<file path="config.mk">
export PLATFORM = sky130hd
export DESIGN_NAME = rtcc_core
export DESIGN_NICKNAME = d
export VERILOG_FILES = /design/src/design/rtcc_core.v
export VERILOG_INCLUDE_DIRS = /design/src /design/src/design
export SDC_FILE = /design/constraint.sdc
export NUM_CORES = 1
export LEC_CHECK = 0
export ABC_AREA = 1
export BUFFER_PORTS_ARGS = -buffer_cell sky130_fd_sc_hd__buf_2
export CELL_PAD_IN_SITES_DETAIL_PLACEMENT = 0
export CELL_PAD_IN_SITES_GLOBAL_PLACEMENT = 1
export CORE_MARGIN = 2
export CORE_UTILIZATION = 49
export CTS_CLUSTER_SIZE = 10
export DETAILED_ROUTE_END_ITERATION = 6
export PLACE_DENSITY_LB_ADDON = 0.1
export SETUP_SLACK_MARGIN = 0.5
export SLEW_MARGIN = 20
export SYNTH_ARGS = -nofsm -noshare
export SYNTH_HDL_FRONTEND = slang
export SYNTH_SLANG_ARGS = --single-unit
</file>
<file path="constraint.sdc">
create_clock -name CLK -period 18.9 [get_ports CLK]
set_input_delay 2.835 -clock CLK [delete_from_list [all_inputs] [get_ports CLK]]
set_output_delay 2.835 -clock CLK [all_outputs]
set_load 0.01 [all_outputs]
</file>
<file path="src/design/rtcc_defs.vh">
// rtcc_defs.vh: offsets, fields, reset values and limits of the rtc core
// assumes inclusion by bare name from design and bench files
`ifndef RTCC_DEFS_VH
`define RTCC_DEFS_VH
// indirect addresses
`define RTCC_A_RSVD 5'h00
`define RTCC_A_FRAC 5'h01
`define RTCC_A_SEC 5'h02
`define RTCC_A_MIN 5'h03
`define RTCC_A_HOUR 5'h04
`define RTCC_A_WDAY 5'h05
`define RTCC_A_MDAY 5'h06
`define RTCC_A_MON 5'h07
`define RTCC_A_YEAR 5'h08
`define RTCC_A_IVAL 5'h09
`define RTCC_A_ALARM_ONE_HZ_MATCH 5'h0a
`define RTCC_A_ALARM_M_MATCH 5'h0b
`define RTCC_A_ALARM_H_MATCH 5'h0c
`define RTCC_A_AL_WDAY 5'h0d
`define RTCC_A_AL_MDAY 5'h0e
`define RTCC_A_CAL 5'h0f
`define RTCC_A_XOFS 5'h10
`define RTCC_A_XLO 5'h11
`define RTCC_A_XHI 5'h12
// pointer fields
`define RTCC_PTR_DIR 7
// unlock key
`define RTCC_KEY_TIME 8'hea
// clock_config_byte fields
`define RTCC_CFG_BASE_LO 0
`define RTCC_CFG_BASE_HI 1
`define RTCC_CFG_IVAL_EN 2
`define RTCC_CFG_INT_EN 3
`define RTCC_CFG_IFLAG 4
`define RTCC_CFG_AFLAG 5
// interval base codes
`define RTCC_BASE_FRAC 2'h0
`define RTCC_BASE_SEC 2'h1
`define RTCC_BASE_MIN 2'h2
`define RTCC_BASE_HOUR 2'h3
// alarm enable bit positions
`define RTCC_EN_SEC 0
`define RTCC_EN_MIN 1
`define RTCC_EN_HOUR 2
`define RTCC_EN_WDAY 3
`define RTCC_EN_MDAY 4
// counter limits and reset values
`define RTCC_FRAC_MAX 8'h7f
`define RTCC_SEC_MAX 8'h3b
`define RTCC_HOUR_MAX 8'h17
`define RTCC_WDAY_MAX 8'h06
`define RTCC_MON_MAX 8'h0c
`define RTCC_ONE 8'h01
`define RTCC_RST_ZERO 8'h00
`define RTCC_RST_MDAY 8'h01
`define RTCC_RST_MON 8'h01
`endif

</file>
<file path="src/design/rtcc_core.v">
// rtcc_core.v: calendar, interval timer, alarm and indirect register file
// assumes a 20 MHz CLK and a 1/128 s calibrated tick pin from the
// crystal domain; the sfr strobes come from logic on CLK
`timescale 1ns/1ps
`default_nettype none
`include "rtcc_defs.vh"
module rtcc_core (
   // clock and reset
   input wire CLK,
   input wire RST,
   // calibrated 1/128 s tick from the crystal domain
   input wire TICK_128,
   // sfr writes
   input wire [7:0] SFR_WDATA,
   input wire PTR_WE,
   input wire DATA_WE,
   input wire KEY_WE,
   input wire CFG_WE,
   input wire ALEN_WE,
   // sfr readback
   output wire [7:0] PTR_RDATA,
   output reg [7:0] DATA_RDATA,
   output reg [7:0] KEY_RDATA,
   output wire [7:0] CFG_RDATA,
   output wire [7:0] ALEN_RDATA,
   // pending clock interrupt request
   output wire RTC_PEND
);
   // synchroniser and timekeeping
   reg tick_s1;
   reg tick_s2;
   reg tick_s3;
   reg [7:0] frac;
   reg [7:0] sec;
   reg [7:0] min;
   reg [7:0] hour;
   reg [7:0] wday;
   reg [7:0] mday;
   reg [7:0] mon;
   reg [7:0] year;
   // storage behind the indirect window
   reg [7:0] ival_tgt;
   reg [7:0] ival_cnt;
   reg [7:0] alarm_one_hz_match;
   reg [7:0] alarm_m_match;
   reg [7:0] alarm_h_match;
   reg [7:0] al_wday;
   reg [7:0] al_mday;
   reg [7:0] cal_cfg;
   reg [7:0] xofs;
   reg [7:0] xlo;
   reg [7:0] xhi;
   // pointer, config and helpers
   reg [4:0] ptr_addr;
   reg ptr_dir;
   reg rd_pend;
   reg [1:0] base_sel;
   reg ival_en;
   reg int_en;
   reg ival_flag;
   reg alarm_flag;
   reg [4:0] al_en;
   reg sec_upd;
   reg [7:0] rd_mux;
   reg [7:0] mlen;
   // carries and strobes
   wire tick;
   wire c_sec;
   wire c_min;
   wire c_hour;
   wire c_day;
   wire c_mon;
   wire c_year;
   wire unlocked;
   wire wr;
   wire base_tick;
   wire ival_hit;
   wire al_any;
   wire al_match;
   wire [7:0] ival_next;
   wire [4:0] al_eq;
   wire [39:0] al_now;
   wire [39:0] al_ref;
   genvar gi;

   // third flop only feeds the edge detect; the first stays private
   always @(posedge CLK or posedge RST) begin
      if (RST) begin
         tick_s1 <= 1'b0;
         tick_s2 <= 1'b0;
         tick_s3 <= 1'b0;
      end else begin
         tick_s1 <= TICK_128;
         tick_s2 <= tick_s1;
         tick_s3 <= tick_s2;
      end
   end
   assign tick = tick_s2 & ~tick_s3;

   // carry chain from the current counts
   assign c_sec = tick & (frac == `RTCC_FRAC_MAX);
   assign c_min = c_sec & (sec == `RTCC_SEC_MAX);
   assign c_hour = c_min & (min == `RTCC_SEC_MAX);
   assign c_day = c_hour & (hour == `RTCC_HOUR_MAX);
   assign c_mon = c_day & (mday >= mlen);
   assign c_year = c_mon & (mon >= `RTCC_MON_MAX);

   // month length; every fourth year is a leap year
   // a month code of 0 or above 12 runs as a 31-day month
   always @* begin
      case (mon)
         8'h02: mlen = (year[1:0] == 2'h0) ? 8'h1d : 8'h1c;
         8'h04, 8'h06, 8'h09, 8'h0b: mlen = 8'h1e;
         default: mlen = 8'h1f;
      endcase
   end

   assign unlocked = (KEY_RDATA == `RTCC_KEY_TIME);
   assign wr = DATA_WE & ptr_dir;

   // key must be the write just before the data write
   always @(posedge CLK or posedge RST) begin
      if (RST) begin
         KEY_RDATA <= `RTCC_RST_ZERO;
      end else if (KEY_WE) begin
         KEY_RDATA <= SFR_WDATA;
      end else if (PTR_WE | DATA_WE | CFG_WE | ALEN_WE) begin
         KEY_RDATA <= `RTCC_RST_ZERO;
      end
   end

   // protected counters: a keyed write beats the count in that cycle
   always @(posedge CLK or posedge RST) begin
      if (RST) begin
         frac <= `RTCC_RST_ZERO;
         sec <= `RTCC_RST_ZERO;
         min <= `RTCC_RST_ZERO;
         hour <= `RTCC_RST_ZERO;
      end else begin
         if (wr & unlocked & (ptr_addr == `RTCC_A_FRAC)) begin
            frac <= SFR_WDATA;
         end else if (tick) begin
            frac <= c_sec ? `RTCC_RST_ZERO : frac + `RTCC_ONE;
         end
         if (wr & unlocked & (ptr_addr == `RTCC_A_SEC)) begin
            sec <= SFR_WDATA;
         end else if (c_sec) begin
            sec <= c_min ? `RTCC_RST_ZERO : sec + `RTCC_ONE;
         end
         if (wr & unlocked & (ptr_addr == `RTCC_A_MIN)) begin
            min <= SFR_WDATA;
         end else if (c_min) begin
            min <= c_hour ? `RTCC_RST_ZERO : min + `RTCC_ONE;
         end
         if (wr & unlocked & (ptr_addr == `RTCC_A_HOUR)) begin
            hour <= SFR_WDATA;
         end else if (c_hour) begin
            hour <= c_day ? `RTCC_RST_ZERO : hour + `RTCC_ONE;
         end
      end
   end

   // calendar counters need no key
   always @(posedge CLK or posedge RST) begin
      if (RST) begin
         wday <= `RTCC_RST_ZERO;
         mday <= `RTCC_RST_MDAY;
         mon <= `RTCC_RST_MON;
         year <= `RTCC_RST_ZERO;
      end else begin
         if (wr & (ptr_addr == `RTCC_A_WDAY)) begin
            wday <= SFR_WDATA;
         end else if (c_day) begin
            wday <= (wday >= `RTCC_WDAY_MAX) ? `RTCC_RST_ZERO :
                    wday + `RTCC_ONE;
         end
         if (wr & (ptr_addr == `RTCC_A_MDAY)) begin
            mday <= SFR_WDATA;
         end else if (c_day) begin
            mday <= c_mon ? `RTCC_RST_MDAY : mday + `RTCC_ONE;
         end
         if (wr & (ptr_addr == `RTCC_A_MON)) begin
            mon <= SFR_WDATA;
         end else if (c_mon) begin
            mon <= c_year ? `RTCC_RST_MON : mon + `RTCC_ONE;
         end
         if (wr & (ptr_addr == `RTCC_A_YEAR)) begin
            year <= SFR_WDATA;
         end else if (c_year) begin
            year <= year + `RTCC_ONE;
         end
      end
   end

   // plain and protected storage registers
   always @(posedge CLK or posedge RST) begin
      if (RST) begin
         ival_tgt <= `RTCC_RST_ZERO;
         alarm_one_hz_match <= `RTCC_RST_ZERO;
         alarm_m_match <= `RTCC_RST_ZERO;
         alarm_h_match <= `RTCC_RST_ZERO;
         al_wday <= `RTCC_RST_ZERO;
         al_mday <= `RTCC_RST_ZERO;
         cal_cfg <= `RTCC_RST_ZERO;
         xofs <= `RTCC_RST_ZERO;
         xlo <= `RTCC_RST_ZERO;
         xhi <= `RTCC_RST_ZERO;
      end else if (wr) begin
         case (ptr_addr)
            `RTCC_A_IVAL: ival_tgt <= SFR_WDATA;
            `RTCC_A_ALARM_ONE_HZ_MATCH: alarm_one_hz_match <= SFR_WDATA;
            `RTCC_A_ALARM_M_MATCH: alarm_m_match <= SFR_WDATA;
            `RTCC_A_ALARM_H_MATCH: alarm_h_match <= SFR_WDATA;
            `RTCC_A_AL_WDAY: al_wday <= SFR_WDATA;
            `RTCC_A_AL_MDAY: al_mday <= SFR_WDATA;
            `RTCC_A_CAL: if (unlocked) cal_cfg <= SFR_WDATA;
            `RTCC_A_XOFS: if (unlocked) xofs <= SFR_WDATA;
            `RTCC_A_XLO: if (unlocked) xlo <= SFR_WDATA;
            `RTCC_A_XHI: if (unlocked) xhi <= SFR_WDATA;
            default: ;
         endcase
      end
   end

   // read path of the indirect window
   always @* begin
      case (ptr_addr)
         `RTCC_A_FRAC: rd_mux = frac;
         `RTCC_A_SEC: rd_mux = sec;
         `RTCC_A_MIN: rd_mux = min;
         `RTCC_A_HOUR: rd_mux = hour;
         `RTCC_A_WDAY: rd_mux = wday;
         `RTCC_A_MDAY: rd_mux = mday;
         `RTCC_A_MON: rd_mux = mon;
         `RTCC_A_YEAR: rd_mux = year;
         `RTCC_A_IVAL: rd_mux = ival_tgt;
         `RTCC_A_ALARM_ONE_HZ_MATCH: rd_mux = alarm_one_hz_match;
         `RTCC_A_ALARM_M_MATCH: rd_mux = alarm_m_match;
         `RTCC_A_ALARM_H_MATCH: rd_mux = alarm_h_match;
         `RTCC_A_AL_WDAY: rd_mux = al_wday;
         `RTCC_A_AL_MDAY: rd_mux = al_mday;
         `RTCC_A_CAL: rd_mux = cal_cfg;
         `RTCC_A_XOFS: rd_mux = xofs;
         `RTCC_A_XLO: rd_mux = xlo;
         `RTCC_A_XHI: rd_mux = xhi;
         default: rd_mux = `RTCC_RST_ZERO;
      endcase
   end

   // pointer write with direction clear copies the register one
   // cycle later, so the copy sees the newly loaded address
   always @(posedge CLK or posedge RST) begin
      if (RST) begin
         ptr_addr <= 5'h00;
         ptr_dir <= 1'b0;
         rd_pend <= 1'b0;
         DATA_RDATA <= `RTCC_RST_ZERO;
      end else begin
         if (PTR_WE) begin
            ptr_addr <= SFR_WDATA[4:0];
            ptr_dir <= SFR_WDATA[`RTCC_PTR_DIR];
         end
         rd_pend <= PTR_WE & ~SFR_WDATA[`RTCC_PTR_DIR];
         if (DATA_WE) begin
            DATA_RDATA <= SFR_WDATA;
         end else if (rd_pend) begin
            DATA_RDATA <= rd_mux;
         end
      end
   end
   assign PTR_RDATA = {ptr_dir, 2'h0, ptr_addr};

   // interval timer on the selected timebase
   // a target of zero only hits when the count wraps, after 256 events
   assign base_tick = (base_sel == `RTCC_BASE_FRAC) ? tick :
                      (base_sel == `RTCC_BASE_SEC) ? c_sec :
                      (base_sel == `RTCC_BASE_MIN) ? c_min : c_hour;
   assign ival_next = ival_cnt + `RTCC_ONE;
   assign ival_hit = ival_en & base_tick & (ival_next == ival_tgt);

   always @(posedge CLK or posedge RST) begin
      if (RST) begin
         ival_cnt <= `RTCC_RST_ZERO;
      end else if (~ival_en) begin
         ival_cnt <= `RTCC_RST_ZERO;
      end else if (base_tick) begin
         ival_cnt <= ival_hit ? `RTCC_RST_ZERO : ival_next;
      end
   end

   // alarm looks once per second update, one cycle after it settles
   // one compare per alarm field; a disabled field reads as a match
   assign al_now = {mday, wday, hour, min, sec};
   assign al_ref = {al_mday, al_wday, alarm_h_match, alarm_m_match, alarm_one_hz_match};
   generate
      for (gi = 0; gi < 5; gi = gi + 1) begin : g_alarm
         assign al_eq[gi] = ~al_en[gi] |
                            (al_now[8*gi+:8] == al_ref[8*gi+:8]);
      end
   endgenerate
   assign al_any = |al_en;
   assign al_match = al_any & (al_eq == 5'h1f);

   always @(posedge CLK or posedge RST) begin
      if (RST) begin
         sec_upd <= 1'b0;
      end else begin
         sec_upd <= c_sec;
      end
   end

   // config byte: flags cleared by writing zero, a new event wins
   always @(posedge CLK or posedge RST) begin
      if (RST) begin
         base_sel <= 2'h0;
         ival_en <= 1'b0;
         int_en <= 1'b0;
         ival_flag <= 1'b0;
         alarm_flag <= 1'b0;
         al_en <= 5'h00;
      end else begin
         if (CFG_WE) begin
            base_sel <= SFR_WDATA[`RTCC_CFG_BASE_HI:`RTCC_CFG_BASE_LO];
            ival_en <= SFR_WDATA[`RTCC_CFG_IVAL_EN];
            int_en <= SFR_WDATA[`RTCC_CFG_INT_EN];
         end
         if (ival_hit) begin
            ival_flag <= 1'b1;
         end else if (CFG_WE & ~SFR_WDATA[`RTCC_CFG_IFLAG]) begin
            ival_flag <= 1'b0;
         end
         if (sec_upd & al_match) begin
            alarm_flag <= 1'b1;
         end else if (CFG_WE & ~SFR_WDATA[`RTCC_CFG_AFLAG]) begin
            alarm_flag <= 1'b0;
         end
         if (ALEN_WE) begin
            al_en <= SFR_WDATA[4:0];
         end
      end
   end

   assign CFG_RDATA = {2'h0, alarm_flag, ival_flag, int_en, ival_en,
                       base_sel};
   assign ALEN_RDATA = {3'h0, al_en};
   // level request; it stays up until software clears both flags or int_en
   assign RTC_PEND = int_en & (ival_flag | alarm_flag);
endmodule
`default_nettype wire

</file>
# Word level (Yosys, flattened, before mapping)
# Index checks and enable logic that the tools add are counted.
[classes]
addsub = 9
magnitude_cmp = 3
n_eq_ne = 38
mux = 40
n_bitwise = 43
n_reduce_logical = 26
[op_table]
columns = ["op", "n"]
rows = [
  ["two-way mux 8 bit", 30],
  ["case mux 8 bit (18 select lines)", 1],
  ["adder 8 x 1 -> 8 bit (second input constant)", 9],
  ["equality test 8 bit", 6],
  ["equality test 5 x 4 -> 1 bit (second input constant)", 8],
  ["AND 1 bit", 25],
  ["nonzero test 2 bit", 12],
  ["equality test 5 x 3 -> 1 bit (second input constant)", 4],
  ["equality test 5 bit (second input constant)", 4],
  ["equality test 8 x 3 -> 1 bit (second input constant)", 2],
  ["equality test 8 x 4 -> 1 bit (second input constant)", 2],
  ["equality test 8 x 6 -> 1 bit (second input constant)", 2],
  ["AND reduction 2 bit", 6],
  ["AND reduction 3 bit", 4],
  ["equality test 5 x 2 -> 1 bit (second input constant)", 2],
  ["NOT 1 bit", 9],
  ["OR 1 bit", 9],
  ["equality test 8 x 2 -> 1 bit (second input constant)", 1],
  ["equality test 8 x 5 -> 1 bit (second input constant)", 1],
  ["equality test 8 x 7 -> 1 bit (second input constant)", 1],
  ["equality test 8 bit (second input constant)", 1],
  ["greater-or-equal comparator 8 x 3 -> 1 bit (second input constant)", 1],
  ["greater-or-equal comparator 8 x 4 -> 1 bit (second input constant)", 1],
  ["greater-or-equal comparator 8 bit", 1],
  ["other kinds (9)", 17],
]
[totals]
regBits = 190
inputBits = 16
output_inout_bits = 41
word_cells = 193

# Logic depth before layout (Yosys ltp)
[logic_depth]
word_depth = 13
depth_mapped = 19

# Worst setup path before layout
# No wires, ideal clock.
[synth_path]
path_kind = "input to register"
from = "input DATA_WE"
to = "register sec[6]"
setup_ns = 0.132
arrival_ns = 3.923
setup_slack_ns = 14.845
cell_stages = 9
n_path_buf = 0
path_cell_list = "nand2_2 > inv_2 > nand3_1 > nor2_2 > nand3_2 > nand2_2 > inv_2 > nand2_1 > o211ai_1"
[synth_via]
elab_chain_len = 4
[synth_lines]
columns = ["element", "line_no", "rtl"]
rows = [
  ["start: declaration", "rtcc_core.v:16", "input wire DATA_WE,"],
  ["AND 1 bit *", "rtcc_core.v:119", "assign wr = DATA_WE & ptr_dir;"],
  ["AND 1 bit * (2 in series)", "rtcc_core.v:145", "if (wr & unlocked & (ptr_addr == `RTCC_A_SEC)) begin"],
  ["two-way mux 8 bit or nonzero test 2 bit (tied branches)", "-", ""],
  ["end signal: assignment", "rtcc_core.v:136", "sec <= `RTCC_RST_ZERO;"],
  ["end signal: assignment", "rtcc_core.v:148", "sec <= c_min ? `RTCC_RST_ZERO : sec + `RTCC_ONE;"],
  ["end: declaration", "rtcc_core.v:34", "reg [7:0] sec;"],
]
# Every way passes the cells marked *; elsewhere a longest branch is shown, timed or not.
# A chain may end at the register's enable or synchronous reset.

# Worst setup path in the final report
[layout_path]
from = "input DATA_WE"
to = "register min[5]"
[layout_via]
elab_chain_len = 4
[layout_lines]
columns = ["element", "line_no", "rtl"]
rows = [
  ["AND 1 bit *", "rtcc_core.v:119", ""],
  ["AND 1 bit * (2 in series)", "rtcc_core.v:150", "if (wr & unlocked & (ptr_addr == `RTCC_A_MIN)) begin"],
  ["two-way mux 8 bit or nonzero test 2 bit (tied branches)", "-", ""],
  ["end signal: assignment", "rtcc_core.v:137", "min <= `RTCC_RST_ZERO;"],
  ["end signal: assignment", "rtcc_core.v:153", "min <= c_hour ? `RTCC_RST_ZERO : min + `RTCC_ONE;"],
  ["end: declaration", "rtcc_core.v:35", "reg [7:0] min;"],
]
# Marked as above.

==> impl_metrics.tcl <==
set metrics [dict create \
    outcome "complete, no violations" \
    insertion_delay_ns 0.44 \
    core_sq_um 22000 \
    total_leakage_power_nw 5.81 \
    initial_core_util 0.501 \
    synth_cells 1485 \
    cts.path.max_buffers 2 \
    cts_root_buf "clkbuf_16" \
    ys_seq_area_frac 0.432 \
    dr.pass1.iters 6 \
    ys_types 39 \
    yosys_register_bits 190 \
    drt_wl_total_mm 36.9 \
    ir_drop_mv 0.0469 \
    dieHeight_microns 154 \
    yosys.cell_count.top_type "nand2_1" \
    grtUsageTotal 0.320 \
    yosysTopAreaCell "dfrtp_1" \
    wire_per_inst_microns 20.5 \
    syn_area_per_cell_sq_um 7.41 \
    io_pins 57 \
    max_slew_margin 0.311 \
    synthToLayoutAreaGrowth_pct 8.60 \
    cts_buffers 17 \
    grt_overflow 0 \
    critPathKind "in -> reg" \
    finClkSkew_ns 0.0153 \
    post-route-min-period_ns 4.59 \
    whs_ns 0.354 \
    clk_pin_slew_ns 0.08 \
    synthTopCellsByCount "506 x nand2_1, 188 x dfrtp_1, 131 x inv_1, 102 x nor2_1" \
    row_count 54 \
    pwr-share-comb 0.196 \
    antenna_cells 0 \
    worst_pin_slew_ns 1.03 \
    die_x_microns 154 \
    hold_violations 0 \
    port-buffer-count 49 \
    rsz0062_at_grt "false" \
    synthFlopType "dfrtp_1" \
    cellPowerDensity_nw_per_um2 91.8 \
    viasPerCell 5.59 \
    yosys.area.top_type_share 0.427 \
    hold_buffers 0 \
    crit_fanout 14 \
    finalCritPeriodShare 0.243 \
    r2r_slack_ns 16.20 \
    fill_cells 2169 \
    die-area_sq_um 23700 \
    sw_frac_of_total 0.347 \
    critPathArrivalTime_ns 4.92 \
    seqPwrFrac 0.474 \
    synth_warnings 0 \
    drive_above_1_share 0.103 \
    hpwlAfterDp_mm 26.5 \
    cts_setup_buffers 0 \
    syn-cell-area_sq_um 11000 \
    grt_pass1_wl_mm 57.1 \
    hold_class "reg -> reg" \
    fmax_mhz 218 \
    p_clk_frac 0.330 \
    synth.top_cells.by_area "dfrtp_1 43%, nand2_1 17%, inv_1 4.5%" \
    synthArstFlopShare 1.00 \
    layout.nets 1539 \
    tns_ns 0 \
    setup_violations 0 \
    crit_path_end_kind "register" \
    r2r-start "year[0]$_DFFE_PP0P_" \
    cp-start-kind "input pin" \
    cts_tree "built" \
    slew_violations 0 \
    totalPowerFinal_mw 1.10 \
    antenna_found_initial 1 \
    htree_levels 4 \
    crit_start "DATA_WE" \
    grt_max_degree 124 \
    gp_congestion 0.945 \
    initialDrtViolationCount 1039 \
    grt_pass1_vias 9421 \
    p_switching_uw 380 \
    p_int_uw 717 \
    drc 0 \
    required_ns 19.24 \
    ant_nets 0 \
    synth_edf_count 0 \
    drv_cap 0 \
    clock-sinks 190 \
    ctsResizeCount 0 \
    worstHoldStart "tick_s1$_DFF_PP0_" \
    vias 10100 \
]
-- worst paths after layout --
kind / to / cells past startpoint
worst max register to register: year[7]$_DFFE_PP0P_ / 15
max in group asynchronous: xhi[1]$_DFFE_PP0P_ / 3
worst max-delay path: min[5]$_DFFE_PP0P_ / 10
min in group asynchronous: tick_s2$_DFF_PP0_ / 2
worst min register to register: tick_s2$_DFF_PP0_ / 0
worst min-delay path: tick_s2$_DFF_PP0_ / 0
-- cell usage in the layout (no fill, tap or decap), types with 31 or more instances in the layout --
cell | Yosys | final
buf_2 | 13 | 49
dfrtp_1 | 188 | 188
inv_1 | 131 | 130
nand2_1 | 506 | 506
nand3_1 | 91 | 91
nand4_1 | 33 | 33
nor2_1 | 102 | 102
o21ai_0 | 91 | 91
o21ai_1 | 51 | 51
xnor2_1 | 31 | 31
-- power by group through the flow --
stage	Clock [mW]	Combinational, mW	Sequential, mW
floorplan	0	0.159	0.506
CTS	0.363	0.215	0.519
global placement	0	0.210	0.525
finish	0.362	0.215	0.520
detailed placement	0	0.213	0.526
global route	0.380	0.247	0.528
-- critical path: stages --
cell and delay (ns):
buf_2 0.23, nand2_2 0.19, inv_2 0.24, nand3_1 0.12, nor2_2 0.24, nand3_1 0.42, nand2_1 0.39, o22ai_1 0.11
inv_1 0.08, nand2_1 0.05
-- metrics by stage --
stage	instance area, sq um	utilization	setup WS (ns)	instances
4_1_cts	12000	0.544	14.42	1800
6_report	12000	0.544	14.31	1800
2_1_floorplan	11000	-	10.90	1491
3_3_place_gp	11400	0.518	14.07	1768
5_1_grt	12000	0.544	14.14	1800
3_5_place_dp	11400	0.518	13.95	1768
-- cells by family after synthesis --
group / count (synthesis) / share of synthesized area
AO/OA/AOI/OAI: 223 / 0.116
other: 1 / 0.000341
buffers and inverters: 200 / 0.0741
AND/OR/NAND/NOR: 799 / 0.315
XOR/XNOR: 56 / 0.0446
adder cells (fa/ha/maj): 16 / 0.0182
flip-flops: 190 / 0.432
-- metal layers --
| layer | share of wire | vias to the layer above | track usage |
|---|---|---|---|
| li1 | - | 4842 | - |
| met1 | 0.46 | 4797 | 0.458 |
| met2 | 0.45 | 353 | 0.501 |
| met3 | 0.065 | 61 | 0.0555 |
| met4 | 0.031 | 2 | 0.0975 |
| met5 | 0.00035 | - | 0 |
-- cell type report --
| type | count | area [sq um] | area share |
|---|---|---|---|
| flip-flops and latches | 190 | 4760 | 0.398 |
| multi-input cells | 1101 | 5460 | 0.456 |
| repair buffers | 50 | 253 | 0.0211 |
| inverters | 147 | 559 | 0.0468 |
| well taps | 280 | 350 | 0.0293 |
| clock buffers | 19 | 453 | 0.0379 |
| clock inverters | 13 | 124 | 0.0104 |
No activity file was read; power rests on OpenSTA's default activity.
